==> src/rtl/swd_pkg.sv <==
// constants, types and field layout of the software fault watchdog
// assumes one 40 MHz clock standing in for the cpu machine cycle
// Functional notes
// countdown decrements once every 49,152 machine cycles; 64 programmable steps
// active and count going 40h to 3Fh pulls reset low about 500 ns
// software rewrites control periodically with a value from FFh to C0h
// at 8 MHz, FFh gives 393.216 ms and C0h gives 6.144 ms
// software mode: disabled after reset; once active, only reset disables
// write with activation set and top bit clear resets at once
// hardware option: always active, activation bit ignored
// wait mode has no effect on the watchdog
// reset-on-halt option and active: halt causes immediate reset
// otherwise halt stops counting and resets until interrupt or reset
// after interrupt wake, counting resumes 4096 clocks later
// software should reload the counter before executing halt
// control: activation bit 7, count bits 6 to 0, reset 7Fh
// activation bit set by software, cleared by reset only; gates resets
// a control write loads count at once and restarts the prescaler
package swd_pkg;
  localparam logic [7:0] SWD_ADDR_CTRL = 8'h0C;
  localparam logic [7:0] SWD_ADDR_STAT = 8'h10;
  localparam logic [7:0] SWD_CTRL_RESET = 8'h7F;
  localparam int SWD_ACT_BIT = 7;
  localparam int SWD_TOP_BIT = 6;
  localparam logic [6:0] SWD_ROLL_VAL = 7'h40;
  localparam int SWD_PRESCALE = 49152;
  localparam int SWD_WAKE_CYC = 4096;
  localparam int SWD_CLK_NS = 25;
  localparam int SWD_RST_PULSE_NS = 500;
  localparam int SWD_RST_CYC = (SWD_RST_PULSE_NS + SWD_CLK_NS - 1) / SWD_CLK_NS;
  localparam logic [1:0] SWD_RESP_OKAY = 2'h0;
  localparam logic [1:0] SWD_RESP_SLVERR = 2'h2;
  typedef enum logic [1:0] {SWD_RUN, SWD_HALT, SWD_WAKE} swd_state_e;
  typedef struct packed {
    logic hw_wdg;
    logic halt_rst;
  } swd_opt_s;
endpackage

==> src/rtl/swd_top.sv <==
// watchdog with axi4-lite control register and halt handling
// assumes aresetn is the chip reset that follows wdg_reset_n
//
// Added by the designer: register access over AXI4-Lite and the address map.
`timescale 1ns/100ps
module swd_top
  import swd_pkg::*;
#(
  parameter int PRESCALE = SWD_PRESCALE,
  parameter int WAKE_CYC = SWD_WAKE_CYC
) (
  input wire logic aclk,
  input wire logic aresetn,
  input wire logic [7:0] s_axi_awaddr,
  input wire logic [2:0] s_axi_awprot,
  input wire logic s_axi_awvalid,
  output logic s_axi_awready,
  input wire logic [31:0] s_axi_wdata,
  input wire logic [3:0] s_axi_wstrb,
  input wire logic s_axi_wvalid,
  output logic s_axi_wready,
  output logic [1:0] s_axi_bresp,
  output logic s_axi_bvalid,
  input wire logic s_axi_bready,
  input wire logic [7:0] s_axi_araddr,
  input wire logic [2:0] s_axi_arprot,
  input wire logic s_axi_arvalid,
  output logic s_axi_arready,
  output logic [31:0] s_axi_rdata,
  output logic [1:0] s_axi_rresp,
  output logic s_axi_rvalid,
  input wire logic s_axi_rready,
  input wire logic opt_hw_wdg,
  input wire logic opt_halt_rst,
  input wire logic halt_exec,
  input wire logic ext_irq,
  output logic wdg_reset_n
);
  localparam int PRE_W = $clog2(PRESCALE);
  localparam int WK_W = $clog2(WAKE_CYC);
  localparam logic [PRE_W-1:0] PRE_LAST = PRE_W'(PRESCALE - 1);
  localparam logic [WK_W-1:0] WAKE_LAST = WK_W'(WAKE_CYC - 1);
  localparam logic [4:0] RST_LOAD = 5'(SWD_RST_CYC);

  // ***********************************
  // bus slave
  // ***********************************
  logic aw_got;
  logic w_got;
  logic [7:0] aw_addr;
  logic [7:0] w_data;
  logic w_lane0;
  wire wr_fire = aw_got && w_got && !s_axi_bvalid;
  wire wr_ctrl = wr_fire && aw_addr == SWD_ADDR_CTRL;
  wire wr_ok = aw_addr == SWD_ADDR_CTRL || aw_addr == SWD_ADDR_STAT;
  // a write changes the control byte only when lane 0 is written
  wire ctrl_wr = wr_ctrl && w_lane0;
  wire ar_fire = s_axi_arvalid && s_axi_arready;

  always_ff @(posedge aclk) begin
    if (!aresetn) begin
      aw_got <= 1'b0;
      aw_addr <= 8'h00;
      s_axi_awready <= 1'b0;
    end else if (s_axi_awvalid && s_axi_awready) begin
      aw_got <= 1'b1;
      aw_addr <= s_axi_awaddr;
      s_axi_awready <= 1'b0;
    end else begin
      if (wr_fire) aw_got <= 1'b0;
      if (!aw_got && !s_axi_bvalid) s_axi_awready <= 1'b1;
    end
  end

  always_ff @(posedge aclk) begin
    if (!aresetn) begin
      w_got <= 1'b0;
      w_data <= 8'h00;
      w_lane0 <= 1'b0;
      s_axi_wready <= 1'b0;
    end else if (s_axi_wvalid && s_axi_wready) begin
      w_got <= 1'b1;
      w_data <= s_axi_wdata[7:0];
      w_lane0 <= s_axi_wstrb[0];
      s_axi_wready <= 1'b0;
    end else begin
      if (wr_fire) w_got <= 1'b0;
      if (!w_got && !s_axi_bvalid) s_axi_wready <= 1'b1;
    end
  end

  always_ff @(posedge aclk) begin
    if (!aresetn) begin
      s_axi_bvalid <= 1'b0;
      s_axi_bresp <= SWD_RESP_OKAY;
    end else if (wr_fire) begin
      s_axi_bvalid <= 1'b1;
      s_axi_bresp <= wr_ok ? SWD_RESP_OKAY : SWD_RESP_SLVERR;
    end else if (s_axi_bready) begin
      s_axi_bvalid <= 1'b0;
    end
  end

  // ***********************************
  // watchdog core
  // ***********************************
  swd_opt_s opt;
  logic opt_done;
  logic act;
  logic [6:0] count;
  logic [PRE_W-1:0] pre;
  logic [WK_W-1:0] wake_cnt;
  logic [4:0] rst_cnt;
  swd_state_e state;
  swd_state_e next_state;

  wire active = opt.hw_wdg || act;
  // wait mode is not an input: counting pauses only in halt and during the wake delay
  wire tick = state == SWD_RUN && pre == PRE_LAST;
  wire roll_trip = active && tick && !ctrl_wr && count == SWD_ROLL_VAL;
  wire soft_trip = ctrl_wr && (active || w_data[SWD_ACT_BIT])
    && !w_data[SWD_TOP_BIT];
  wire halt_go = halt_exec && state == SWD_RUN;
  wire halt_trip = halt_go && opt.halt_rst && active;
  wire trip = roll_trip || soft_trip || halt_trip;
  wire [7:0] stat_val = {3'h0, opt.halt_rst, opt.hw_wdg,
    state == SWD_WAKE, state == SWD_HALT, active};
  wire [7:0] rd_byte = s_axi_araddr == SWD_ADDR_CTRL ? {act, count}
    : s_axi_araddr == SWD_ADDR_STAT ? stat_val : 8'h00;
  wire rd_ok = s_axi_araddr == SWD_ADDR_CTRL || s_axi_araddr == SWD_ADDR_STAT;

  always_ff @(posedge aclk) begin
    if (!aresetn) begin
      s_axi_arready <= 1'b0;
      s_axi_rvalid <= 1'b0;
      s_axi_rdata <= 32'h0000_0000;
      s_axi_rresp <= SWD_RESP_OKAY;
    end else if (ar_fire) begin
      s_axi_arready <= 1'b0;
      s_axi_rvalid <= 1'b1;
      s_axi_rdata <= {24'h00_0000, rd_byte};
      s_axi_rresp <= rd_ok ? SWD_RESP_OKAY : SWD_RESP_SLVERR;
    end else begin
      if (s_axi_rvalid && s_axi_rready) s_axi_rvalid <= 1'b0;
      if (!s_axi_rvalid && !s_axi_arready) s_axi_arready <= 1'b1;
    end
  end

  // options are straps, caught once on the first edge after release
  always_ff @(posedge aclk) begin
    if (!aresetn) begin
      opt <= '0;
      opt_done <= 1'b0;
    end else if (!opt_done) begin
      opt <= '{hw_wdg: opt_hw_wdg, halt_rst: opt_halt_rst};
      opt_done <= 1'b1;
    end
  end

  always_ff @(posedge aclk) begin
    if (!aresetn) begin
      act <= SWD_CTRL_RESET[SWD_ACT_BIT];
      count <= SWD_CTRL_RESET[6:0];
    end else if (ctrl_wr) begin
      act <= act || w_data[SWD_ACT_BIT];
      count <= w_data[6:0];
    end else if (tick) begin
      count <= count - 7'h01;
    end
  end

  // a fixed prescaler keeps the timeout in 64 coarse steps
  always_ff @(posedge aclk) begin
    if (!aresetn || ctrl_wr || tick) pre <= '0;
    else if (state == SWD_RUN) pre <= pre + PRE_W'(1);
  end

  always_comb begin
    next_state = state;
    case (state)
      SWD_RUN: if (halt_go && !halt_trip) next_state = SWD_HALT;
      SWD_HALT: if (ext_irq) next_state = SWD_WAKE;
      SWD_WAKE: if (wake_cnt == WAKE_LAST) next_state = SWD_RUN;
      default: next_state = SWD_RUN;
    endcase
  end

  always_ff @(posedge aclk) begin
    if (!aresetn) begin
      state <= SWD_RUN;
      wake_cnt <= '0;
    end else begin
      state <= next_state;
      wake_cnt <= state == SWD_WAKE ? wake_cnt + WK_W'(1) : '0;
    end
  end

  // the pulse outlives a reset it causes only if aresetn comes later
  always_ff @(posedge aclk) begin
    if (!aresetn) begin
      rst_cnt <= 5'h00;
      wdg_reset_n <= 1'b1;
    end else begin
      if (trip) rst_cnt <= RST_LOAD;
      else if (rst_cnt != 5'h00) rst_cnt <= rst_cnt - 5'h01;
      wdg_reset_n <= !(trip || rst_cnt > 5'h01);
    end
  end

  // ***********************************
  // assertions
  // ***********************************
  logic [4:0] low_len;
  always_ff @(posedge aclk) begin
    if (!aresetn || wdg_reset_n) low_len <= 5'h00;
    else if (low_len != 5'h1F) low_len <= low_len + 5'h01;
  end
endmodule // swd_top

==> config.mk <==
export PLATFORM = sky130hd
export DESIGN_NAME = swd_top
export DESIGN_NICKNAME = d
export VERILOG_FILES = /design/src/rtl/swd_pkg.sv /design/src/rtl/swd_top.sv
export SDC_FILE = /design/constraint.sdc
export NUM_CORES = 1
export LEC_CHECK = 0
export ABC_AREA = 1
export CAP_MARGIN = 20
export CORE_MARGIN = 2
export CORE_UTILIZATION = 54
export DETAILED_ROUTE_END_ITERATION = 12
export DONT_BUFFER_PORTS = 1
export PLACE_DENSITY = 0.69
export SLEW_MARGIN = 10
export SYNTH_ARGS = -nofsm -noshare
export SYNTH_HDL_FRONTEND = slang
export SYNTH_SLANG_ARGS = --single-unit
==> constraint.sdc <==
create_clock -name aclk -period 2.6 [get_ports aclk]
set_input_delay 0.13 -clock aclk [delete_from_list [all_inputs] [get_ports aclk]]
set_output_delay 0.13 -clock aclk [all_outputs]
set_load 0.005 [all_outputs]
==> out/metrics.cfg, run 1 <==
[floorplan]
die_area_um2=8010
core_area_um2=7180
fp.dieW_um=89.5
core.rowCount=31
ios=111
die_h_um=89.5
start_util_pct=55.0

[cts]
cts_buffers=9
ctsLongestPathBuffers=2
clock_sink_count=81
root_buffer=clkbuf_8
h-tree-depth=3
clkLatencyLatePin_ps=350
clk_pin_slew_worst_paths_ps=80
cts_tree=built
cts_setup_buffers=0

[sta]
tns_ps=0
fin_ws_ps=963
rsz0062_at_grt=false
slew_viol_final=0
fin_crit_sh_pct=63.0
finalHoldViolCount=0
fin_skew_ps=8.44
fmax_mhz=611
layout_min_cycle_time_ps=1640
max_slew.worst_pin.slew_ps=501
slew_headroom_pct=66.5
setup_viol=0

[run]
drv_cap=0

[finish]
n_fill_cell=650
antenna_cells=0
drive_gt1_share_pct=8.69
area_delta_synth_final_pct=10.5
fin_nets=635

[worst_setup_path]
reg2reg_to=pre[11]$_SDFFE_PP0N_
critPathLaunchType=flop
ff2ff_setup_slack_ps=960
crit_chain=ha_1 > nand3_1 > inv_1 > nand2_1 > nor2_2 > nand2_2 > nand2_2 > inv_2 > nand2_4 > a21oi_1
crit_fanout=15
crit_top_cell=nand2_2
endpoint_kind=flop
cpLargestDelayFamily=simple AND/OR/NAND/NOR gates
worstPathRequired_ps=2830
critPathMaxStageDelay_ps=390
crit_slowest_cell=dfxtp_1
r2r_start=pre[0]$_SDFFE_PP0N_
critPathBufInv=2
path_class=flop to flop
arrival_ps=1870
cp-startpoint=pre[0]$_SDFFE_PP0N_
reg2reg_depth=10

[placement]
place_congestion=0.846
dpl_worst_slack_ps=978
dp_hpwl_um=5440
port_buffers=0

[routing]
drt_first_pass_iters=4
drt-initial-drc-count=131
wl_um=7580
vias=3183
via_per_inst=4.80
detail-route-antenna-nets=0
routedWlPerCell_um=11.4
post-route-drc-count=0

[pwr]
leakage_uw=0.00182
share_seq_of_total_power_pct=49.7
ir_drop_uv=350
intPower_uw=2050
power.share.switching_pct=26.9
p_comb_share_pct=16.7
powerDensity_nw_per_um2=643
switchingPower_uw=755
power.total_uw=2800
clockPowerShare_pct=33.7

[yosys]
async_flop_share_pct=0
synth_area_leaders=dfxtp_1 41%, nand2_1 8.6%, nor2_1 6.7%, inv_1 6.1%, o21ai_0 5.3%
postSynthCellCount=535
synth_edf_count=0
ys_seq_elements=81
synth_warnings=0
yosys.area.top_type_share_pct=41.1
yosys.area.top_type=dfxtp_1
synthFlopType=dfxtp_1
syn-cell-area_um2=3950
syn_avg_cell_area_um2=7.38
synth_cell_types=36
ys_seq_area_share_pct=41.1

[global_routing]
grt_pass1_vias=2898
gr-total-overflow=0
grt_pass1_wl_um=12400
track_usage_pct=20.0
antenna_found_initial=0
grt_max_degree=36

[hold_path]
min_path_type=input pin to flop
hold_depth=2
hp-start=aresetn
min_to=pre[8]$_SDFFE_PP0N_

[run_status]
status=completed

-- Yosys cell counts (2+ instances only) --
master	number
a21oi_1	27
buf_2	4
buf_4	27
clkbuf_1	4
dfxtp_1	81
ha_1	7
inv_1	64
inv_2	3
nand2_1	90
nand2_2	4
nand2_4	2
nand3_1	33
nand3_2	3
nand3b_1	6
nand4_1	7
nor2_1	71
nor2_2	14
nor2_4	3
nor3_1	4
nor3b_1	2
o211ai_1	5
o21ai_0	42
o31ai_1	6
or2_2	2
xnor2_1	5
xor2_1	9
-- power groups by stage --
stage,logic (uW),registers [uW],clock network (uW)
global route,534,1400,1010
global placement,412,1420,0
finish,467,1390,945
floorplan,404,1410,0
CTS,467,1390,964
detailed placement,430,1420,0
-- routing by layer --
metal | global-route usage, % | vias up | share of wire [%]
li1 | - | 1707 | -
met5 | 0 | - | 0
met4 | 7.06 | 0 | 1.2
met1 | 22.9 | 1415 | 46
met3 | 6.83 | 9 | 4.5
met2 | 34.7 | 52 | 48
-- through the flow --
step                cells  hold WS, ps  cell area, um^2  utilization (%)
detailed placement    623          159             3910             54.5
floorplan             560          158             4040                -
finish                663         42.1             4360             60.8
global placement      623          159             3910             54.5
CTS                   662         39.8             4350             60.6
global route          663         36.8             4360             60.8
-- flip-flops by register name, summed over array words and instances (netlist names), 2 cells and up --
signal	flops
state	2
w_data	8
rst_cnt	5
count	7
aw_addr	8
wake_cnt	12
opt	2
pre	16
s_axi_rdata	8
-- worst max-delay path by stage --
stage	end	depth (start not counted)
after detailed placement	pre[3]$_SDFFE_PP0N_	10
after floorplan	pre[7]$_SDFFE_PP0N_	11
after global placement	pre[9]$_SDFFE_PP0N_	10
final	pre[11]$_SDFFE_PP0N_	10
after global routing	pre[1]$_SDFFE_PP0N_	10
after CTS	wdg_reset_n$_SDFF_PN1_	8
-- cell usage in the layout, fill, tap and decap left out, drive strengths merged, types with 9 or more instances in the layout --
cell type	Yosys	routed
a21oi	28	28
clkbuf	4	14
conb	1	26
dfxtp	81	81
dlygate4sd3	0	23
inv	67	67
nand2	96	96
nand3	36	36
nor2	88	88
o21ai	42	42
xor2	9	9
-- layout make-up --
cell class	count	area (um^2)	share of cell area (%)
Clock inverter	2	35.0	0.803
Multi-Input combinational cell	376	1910	43.8
Timing Repair Buffer	24	245	5.62
Inverter	67	251	5.77
Tap cell	99	124	2.84
Sequential cell	81	1620	37.2
Clock buffer	14	173	3.96
-- cell families (layout without fill, tap and decap cells) --
| group | Yosys count | in the layout | synth area share, % |
|---|---|---|---|
| compound gates | 82 | 82 | 11.2 |
| xor+xnor | 14 | 14 | 3.11 |
| fa+ha+maj | 7 | 7 | 2.22 |
| buf+inv | 103 | 107 | 12.9 |
| flops | 81 | 81 | 41.1 |
| mux | 1 | 1 | 0.253 |
| other cells | 1 | 26 | 0.0950 |
| simple gates | 246 | 246 | 29.1 |
-- timing repair --
| item | 4_1_cts | 5_1_grt |
|---|---|---|
| endpoints found under the hold margin | 40 | 0 |
| resized for setup | 0 | 0 |
| hold buffers | 23 | 0 |
No activity file was read; power rests on OpenSTA's default activity.
==> inputs of run 2 (changes only) <==
--- a/config.mk
+++ b/config.mk
@@ -11,7 +11,7 @@
 export CORE_UTILIZATION = 54
 export DETAILED_ROUTE_END_ITERATION = 12
 export DONT_BUFFER_PORTS = 1
-export PLACE_DENSITY = 0.69
+export PLACE_DENSITY = 0.72
 export SLEW_MARGIN = 10
 export SYNTH_ARGS = -nofsm -noshare
 export SYNTH_HDL_FRONTEND = slang
==> constraint.sdc (replaced) <==
create_clock -name aclk -period 1.3 [get_ports aclk]
set_input_delay 0.065 -clock aclk [delete_from_list [all_inputs] [get_ports aclk]]
set_output_delay 0.065 -clock aclk [all_outputs]
set_load 0.005 [all_outputs]
==> run 2 against run 1 <==
Compared with the run above: the run now ends with negative setup slack left; clock-buffer cell count down 4; first-iteration DRC count down 21%; sequential share of layout area down 4.8 points; clock power up 120%; worst hold slack better by 19 ps; clock skew down 0.71 ps; sequential power up 100%; highest routed layer unchanged; register-to-register slack worse by 1000 ps; core utilization up 10 points; flip-flop and latch count unchanged; final area up 17%; largest cell class unchanged.
==> out/metrics.cfg, run 2 (synthesized netlist as in run 1, its figures left out) <==
[run_status]
status=complete, but fails checks  ; was completed
violations=negative setup slack

[floorplan]
ios=111  ; unchanged
die_area_um2=8010  ; unchanged
start_util_pct=55.0  ; unchanged
die_h_um=89.5  ; unchanged
core_area_um2=7180  ; unchanged
core.rowCount=31  ; unchanged
fp.dieW_um=89.5  ; unchanged

[global_routing]
grt_pass1_vias=3432  ; was 2898
track_usage_pct=23.3  ; was 20.0%
antenna_found_initial=0  ; unchanged
grt_pass1_wl_um=14400  ; was 12400 um
gr-total-overflow=0  ; unchanged
grt_max_degree=39  ; was 36

[sta]
fmax_mhz=725  ; was 611 MHz
worst_hold_slack_ps=61.3  ; was 42.1 ps
layout_min_cycle_time_ps=1380  ; was 1640 ps
fin_ws_ps=-79.7  ; was 963 ps
setup_viol=27  ; was 0
slew_viol_final=0  ; unchanged
finalHoldViolCount=0  ; unchanged
tns_ps=-1050  ; was 0 ps
rsz0062_at_grt=true  ; was false
fin_skew_ps=7.72  ; was 8.44 ps
fin_crit_sh_pct=106  ; was 63.0%

[cts]
clk_pin_slew_worst_paths_ps=90  ; was 80 ps
cts_tree=built  ; unchanged
h-tree-depth=3  ; unchanged
cts_buffers=9  ; unchanged
root_buffer=clkbuf_8  ; unchanged
ctsLongestPathBuffers=2  ; unchanged
clkLatencyLatePin_ps=360  ; was 350 ps
clock_sink_count=81  ; unchanged

[placement]
postPlaceCellArea_um2=4290  ; was 3910 um^2
dpl_worst_slack_ps=-130  ; was 978 ps
place_congestion=0.966  ; was 0.846
dp_hpwl_um=5950  ; was 5440 um
port_buffers=0  ; unchanged

[pwr]
intPower_uw=4280  ; was 2050 uW
clockPowerShare_pct=34.2  ; was 33.7%
ir_drop_uv=809  ; was 350 uV
p_comb_share_pct=19.3  ; was 16.7%
leakage_uw=0.00217  ; was 0.00182 uW
power.share.switching_pct=28.5  ; was 26.9%
share_seq_of_total_power_pct=46.5  ; was 49.7%
switchingPower_uw=1710  ; was 755 uW
powerDensity_nw_per_um2=1180  ; was 643 nW/um^2

[worst_setup_path]
arrival_ps=1630  ; was 1870 ps
crit_chain=ha_4 > nand3_4 > nor2_4 > nand2_2 > nor3_4 > xor2_1 > nor2_2  ; was ha_1 > nand3_1 > inv_1 > nand2_1 > nor2_2 > nand2_2 > nand2_2 > inv_2 > nand2_4 > a21oi_1
critPathMaxStageDelay_ps=370  ; was 390 ps
path_class=flop to flop  ; unchanged
critPathLaunchType=flop  ; unchanged
worstPathRequired_ps=1550  ; was 2830 ps
crit_slowest_cell=dfxtp_2  ; was dfxtp_1
crit_fanout=3  ; was 15
endpoint_kind=flop  ; unchanged

[routing]
drt-initial-drc-count=103  ; was 131
vias=3545  ; was 3183
via_per_inst=4.93  ; was 4.80
routedWlPerCell_um=12.7  ; was 11.4 um
wl_um=9100  ; was 7580 um
detail-route-antenna-nets=0  ; unchanged
post-route-drc-count=0  ; unchanged
drt_first_pass_iters=4  ; unchanged

[finish]
layout_common_cells=82 x nand2_1, 70 x dfxtp_1, 62 x nor2_1, 57 x inv_1, 51 x buf_4  ; was 90 x nand2_1, 81 x dfxtp_1, 71 x nor2_1, 64 x inv_1, 42 x o21ai_0
design_area_um2=5100  ; was 4360 um^2
regMostFlops=pre  ; unchanged
reg_top3=pre: 16 flops, wake_cnt: 12 flops  ; unchanged
area_delta_synth_final_pct=29.1  ; was 10.5%
n_fill_cell=556  ; was 650
final_common_cell=nand2_1  ; unchanged
fin_nets=691  ; was 635
drive_gt1_share_pct=25.0  ; was 8.69%
multi_input_area_um2=2150  ; was 1910 um^2
largest_reg_flops=16  ; unchanged
antenna_cells=0  ; unchanged
register_area_um2=1650  ; was 1620 um^2

[hold_path]
min_path_type=input pin to flop  ; unchanged

[run]
drv_cap=0  ; unchanged

[run 2: changes by cell type in the layout (fill, tap and decap cells not counted), sizes merged]
cell and delta:
buf +52, clkbuf -3, bufinv +1, clkinv +1, clkinvlp +1, dlygate4sd3 +1, dlymetal6s4s +1, inv +1
nand2 +1
[run 2: worst paths after layout]
| path | cells after the start | slack [ps] | end | startpoint |
|---|---|---|---|---|
| setup / recovery | 7 | -80 | pre[10]$_SDFFE_PP0N_ | pre[1]$_SDFFE_PP0N_ |
| hold / removal | 3 | 60 | s_axi_rdata[5]$_SDFFE_PN0P_ | s_axi_araddr[3] |
| setup reg to reg | 7 | -80 | pre[10]$_SDFFE_PP0N_ | pre[1]$_SDFFE_PP0N_ |
| hold reg to reg | 2 | 460 | w_data[0]$_SDFFE_PN0P_ | w_data[0]$_SDFFE_PN0P_ |
[run 2: critical path: cells and delay by family, from the launching register on]
kind          cells  cell delay [ps]
xor+xnor          1              200
simple gates      5              560
fa+ha+maj         1              150
flops             1              370
[run 2: final cells by class]
type	instances	share of cell area, %
clock buffer	10	2.50
clock inverter	6	1.79
inverter	67	5.20
multi-input combinational	377	42.1
sequential	81	32.4
tap	99	2.43
timing repair buffer	79	13.6
[run 2: per-stage QoR]
stage / total power, uW / util, % / cells
after detailed placement: 3830 / 59.8 / 670
after global placement: 3760 / 59.8 / 670
after floorplan: 3630 / - / 560
final: 5990 / 71.0 / 719
after CTS: 5970 / 68.4 / 713
after global routing: 6310 / 71.0 / 719
[run 2: routing by layer]
metal	up-vias	wire length [um]	track usage [%]
met5	-	0	0
met4	0	170	10.3
met3	18	418	7.11
met2	88	4620	42.4
met1	1617	3890	24.8
li1	1822	-	-
[run 2: power groups by stage]
stage / combinational [uW] / sequential [uW] / clock, uW
final: 1150 / 2780 / 2050
after global routing: 1310 / 2810 / 2200
after CTS: 1090 / 2790 / 2090
after detailed placement: 985 / 2850 / 0
after global placement: 929 / 2840 / 0
after floorplan: 811 / 2820 / 0
[run 2: what timing repair did]
action | in CTS | in global routing
hold endpoints to repair | 56 | 0
cloned | 1 | 1
pin swaps | 13 | 12
buffers inserted | 0 | 5
endpoints found under the setup margin | 37 | 50
resized for setup | 34 | 47
hold buffers | 26 | 0
==> inputs of run 3 (changes only) <==
--- a/config.mk
+++ b/config.mk
@@ -11,7 +11,7 @@
 export CORE_UTILIZATION = 54
 export DETAILED_ROUTE_END_ITERATION = 12
 export DONT_BUFFER_PORTS = 1
-export PLACE_DENSITY = 0.72
+export PLACE_DENSITY_LB_ADDON = 0.25
 export SLEW_MARGIN = 10
 export SYNTH_ARGS = -nofsm -noshare
 export SYNTH_HDL_FRONTEND = slang
==> run 3 against run 2 <==
Compared with the run above: die area stayed put; wire length is 0.51% higher; non-clock buffer count stayed put; critical path type unchanged; register-to-register slack worse by 20 ps; core utilization is 0.71 points higher; the run still ends with negative setup slack left.
==> out/metrics.cfg, run 3 (synthesized netlist as in run 1, its figures left out) <==
[run_status]
status=complete, but fails checks  ; unchanged
violations=negative setup slack  ; unchanged

[worst_setup_path]
critPathBufInv=2  ; was 0
critPathMaxStageDelay_ps=360  ; was 370 ps
crit_top_cell=nand2_4
worstPathRequired_ps=1540  ; was 1550 ps
critPathLaunchType=flop  ; unchanged
crit_chain=ha_4 > nand3_4 > inv_2 > nand2_2 > nor2_4 > nand2_4 > nand2_4 > inv_8 > nand2_8 > a21oi_2  ; was ha_4 > nand3_4 > nor2_4 > nand2_2 > nor3_4 > xor2_1 > nor2_2
arrival_ps=1640  ; was 1630 ps
cpLargestDelayFamily=simple AND/OR/NAND/NOR gates  ; unchanged
crit_slowest_cell=dfxtp_2  ; unchanged
crit_fanout=8  ; was 3
path_class=flop to flop  ; unchanged
endpoint_kind=flop  ; unchanged

[routing]
detail-route-antenna-nets=0  ; unchanged
wl_met3_um=302  ; was 418 um
vias=3573  ; was 3545
via_per_inst=4.98  ; was 4.93
drt-met1-wl_um=3970  ; was 3890 um
dr_wl_met2_um=4670  ; was 4620 um
routedWlPerCell_um=12.7  ; about the same
drt_first_pass_iters=5  ; was 4
post-route-drc-count=0  ; unchanged
routed.top_layer=met4  ; unchanged
drt-initial-drc-count=96  ; was 103
wl_um=9150  ; was 9100 um

[placement]
numPlacedInstances=668  ; was 670
dpl_worst_slack_ps=-125  ; was -130 ps
place_congestion=0.879  ; was 0.966
dp_hpwl_um=5840  ; was 5950 um
port_buffers=0  ; unchanged

[floorplan]
ios=111  ; unchanged
core_area_um2=7180  ; unchanged
core.rowCount=31  ; unchanged
die_area_um2=8010  ; unchanged
start_util_pct=55.0  ; unchanged
fp.dieW_um=89.5  ; unchanged
die_h_um=89.5  ; unchanged

[sta]
setup_viol=30  ; was 27
rsz0062_at_grt=true  ; unchanged
fmax_mhz=716  ; was 725 MHz
fin_skew_ps=9.83  ; was 7.72 ps
fin_crit_sh_pct=108  ; was 106%
slew_viol_final=0  ; unchanged
layout_min_cycle_time_ps=1400  ; was 1380 ps
fin_ws_ps=-97.5  ; was -79.7 ps
tns_ps=-2000  ; was -1050 ps
finalHoldViolCount=0  ; unchanged

[pwr]
leakage_uw=0.00220  ; was 0.00217 uW
ir_drop_uv=870  ; was 809 uV
powerDensity_nw_per_um2=1150  ; was 1180 nW/um^2

[cts]
cts_tree=built  ; unchanged
root_buffer=clkbuf_8  ; unchanged
h-tree-depth=3  ; unchanged
cts_buffers=9  ; unchanged
clock_sink_count=81  ; unchanged
clkLatencyLatePin_ps=360  ; about the same
ctsLongestPathBuffers=2  ; unchanged
clk_pin_slew_worst_paths_ps=90  ; about the same

[finish]
final_util_pct=71.7  ; was 71.0%
layout_common_cells=81 x nand2_1, 73 x dfxtp_1, 58 x nor2_1, 56 x inv_1, 50 x buf_4  ; was 82 x nand2_1, 70 x dfxtp_1, 62 x nor2_1, 57 x inv_1, 51 x buf_4
reg_top3=pre: 16 flops, wake_cnt: 12 flops  ; unchanged
drive_gt1_share_pct=27.1  ; was 25.0%
finalNonFillerCells=718  ; was 719
largest_reg_flops=16  ; unchanged
antenna_cells=0  ; unchanged
area_delta_synth_final_pct=30.4  ; was 29.1%
final_common_cell=nand2_1  ; unchanged
regMostFlops=pre  ; unchanged
fin_nets=691  ; unchanged

[hold_path]
min_path_type=input pin to flop  ; unchanged

[global_routing]
grt_pass1_vias=3303  ; was 3432
grt_max_degree=38  ; was 39
gr-total-overflow=0  ; unchanged
antenna_found_initial=0  ; unchanged
track_usage_pct=22.8  ; was 23.3%
grt_pass1_wl_um=14200  ; was 14400 um

[run]
drv_cap=0  ; unchanged

[run 3: cell types whose count changed in the layout (fill, tap and decap cells not counted), moves of 3 or more]
| cell | before | now |
|---|---|---|
| nand3_1 | 30 | 21 |
| nand3_2 | 4 | 13 |
| nor2_2 | 15 | 22 |
| dfxtp_4 | 6 | 2 |
| nor2_1 | 62 | 58 |
| o21ai_0 | 34 | 38 |
| o21ai_1 | 7 | 3 |
| dfxtp_1 | 70 | 73 |
| nor2_4 | 11 | 8 |
| nor3_2 | 3 | 0 |
[run 3: worst paths after layout]
kind	start	depth (start not counted)	endpoint	slack (ps)
worst max register to register	pre[1]$_SDFFE_PP0N_	10	pre[5]$_SDFFE_PP0N_	-100
worst min-delay path	aresetn	2	s_axi_rresp[1]$_SDFFE_PN0P_	10
worst max-delay path	pre[1]$_SDFFE_PP0N_	10	pre[5]$_SDFFE_PP0N_	-100
worst min register to register	w_data[0]$_SDFFE_PN0P_	2	w_data[0]$_SDFFE_PN0P_	470
[run 3: layout make-up]
class                   instances  area, um^2
repair buffers                 79         697
fillers                       552        2030
clock buffers                  10         149
well taps                      99         124
flip-flops and latches         81        1640
multi-input cells             377        2220
inverters                      67         262
clock inverters                 5        60.1
[run 3: per-layer routing]
metal	vias up	global-route usage, %
met2	83	41.1
met3	23	4.43
li1	1823	-
met4	0	9.63
met5	-	0
met1	1644	26.1
[run 3: power by group]
part	leakage, uW	switching (uW)	total [uW]	internal [uW]
Combinational	0.00144	646	1190	540
Clock	0.000104	954	1960	1000
Sequential	0.000664	137	2800	2660
Total	0.00220	1740	5940	4200
[run 3: timing repair]
| item | 4_1_cts | 5_1_grt |
|---|---|---|
| cloned | 1 | 1 |
| buffers inserted | 4 | 3 |
| hold endpoints to repair | 56 | 0 |
| hold buffers | 26 | 0 |
| resized for setup | 36 | 52 |
| pin swaps | 14 | 9 |
| endpoints found under the setup margin | 33 | 38 |
[run 3: stage by stage]
step | power, uW | area (um^2) | hold slack [ps]
final | 5940 | 5150 | 12.4
after CTS | 5850 | 4920 | 1.72
after global placement | 3750 | 4270 | 94.9
after detailed placement | 3800 | 4270 | 95.0
after global routing | 6240 | 5150 | 40.3
after floorplan | 3630 | 4070 | 92.7
[run 3: worst reg2reg max path, cell delays in order, from the launching register on]
cell     delay (ps)
dfxtp_2         360
ha_4            150
nand3_4         120
inv_2            80
nand2_2          60
nor2_4          110
nand2_4          80
nand2_4         110
inv_8            60
nand2_8         110
a21oi_2          40
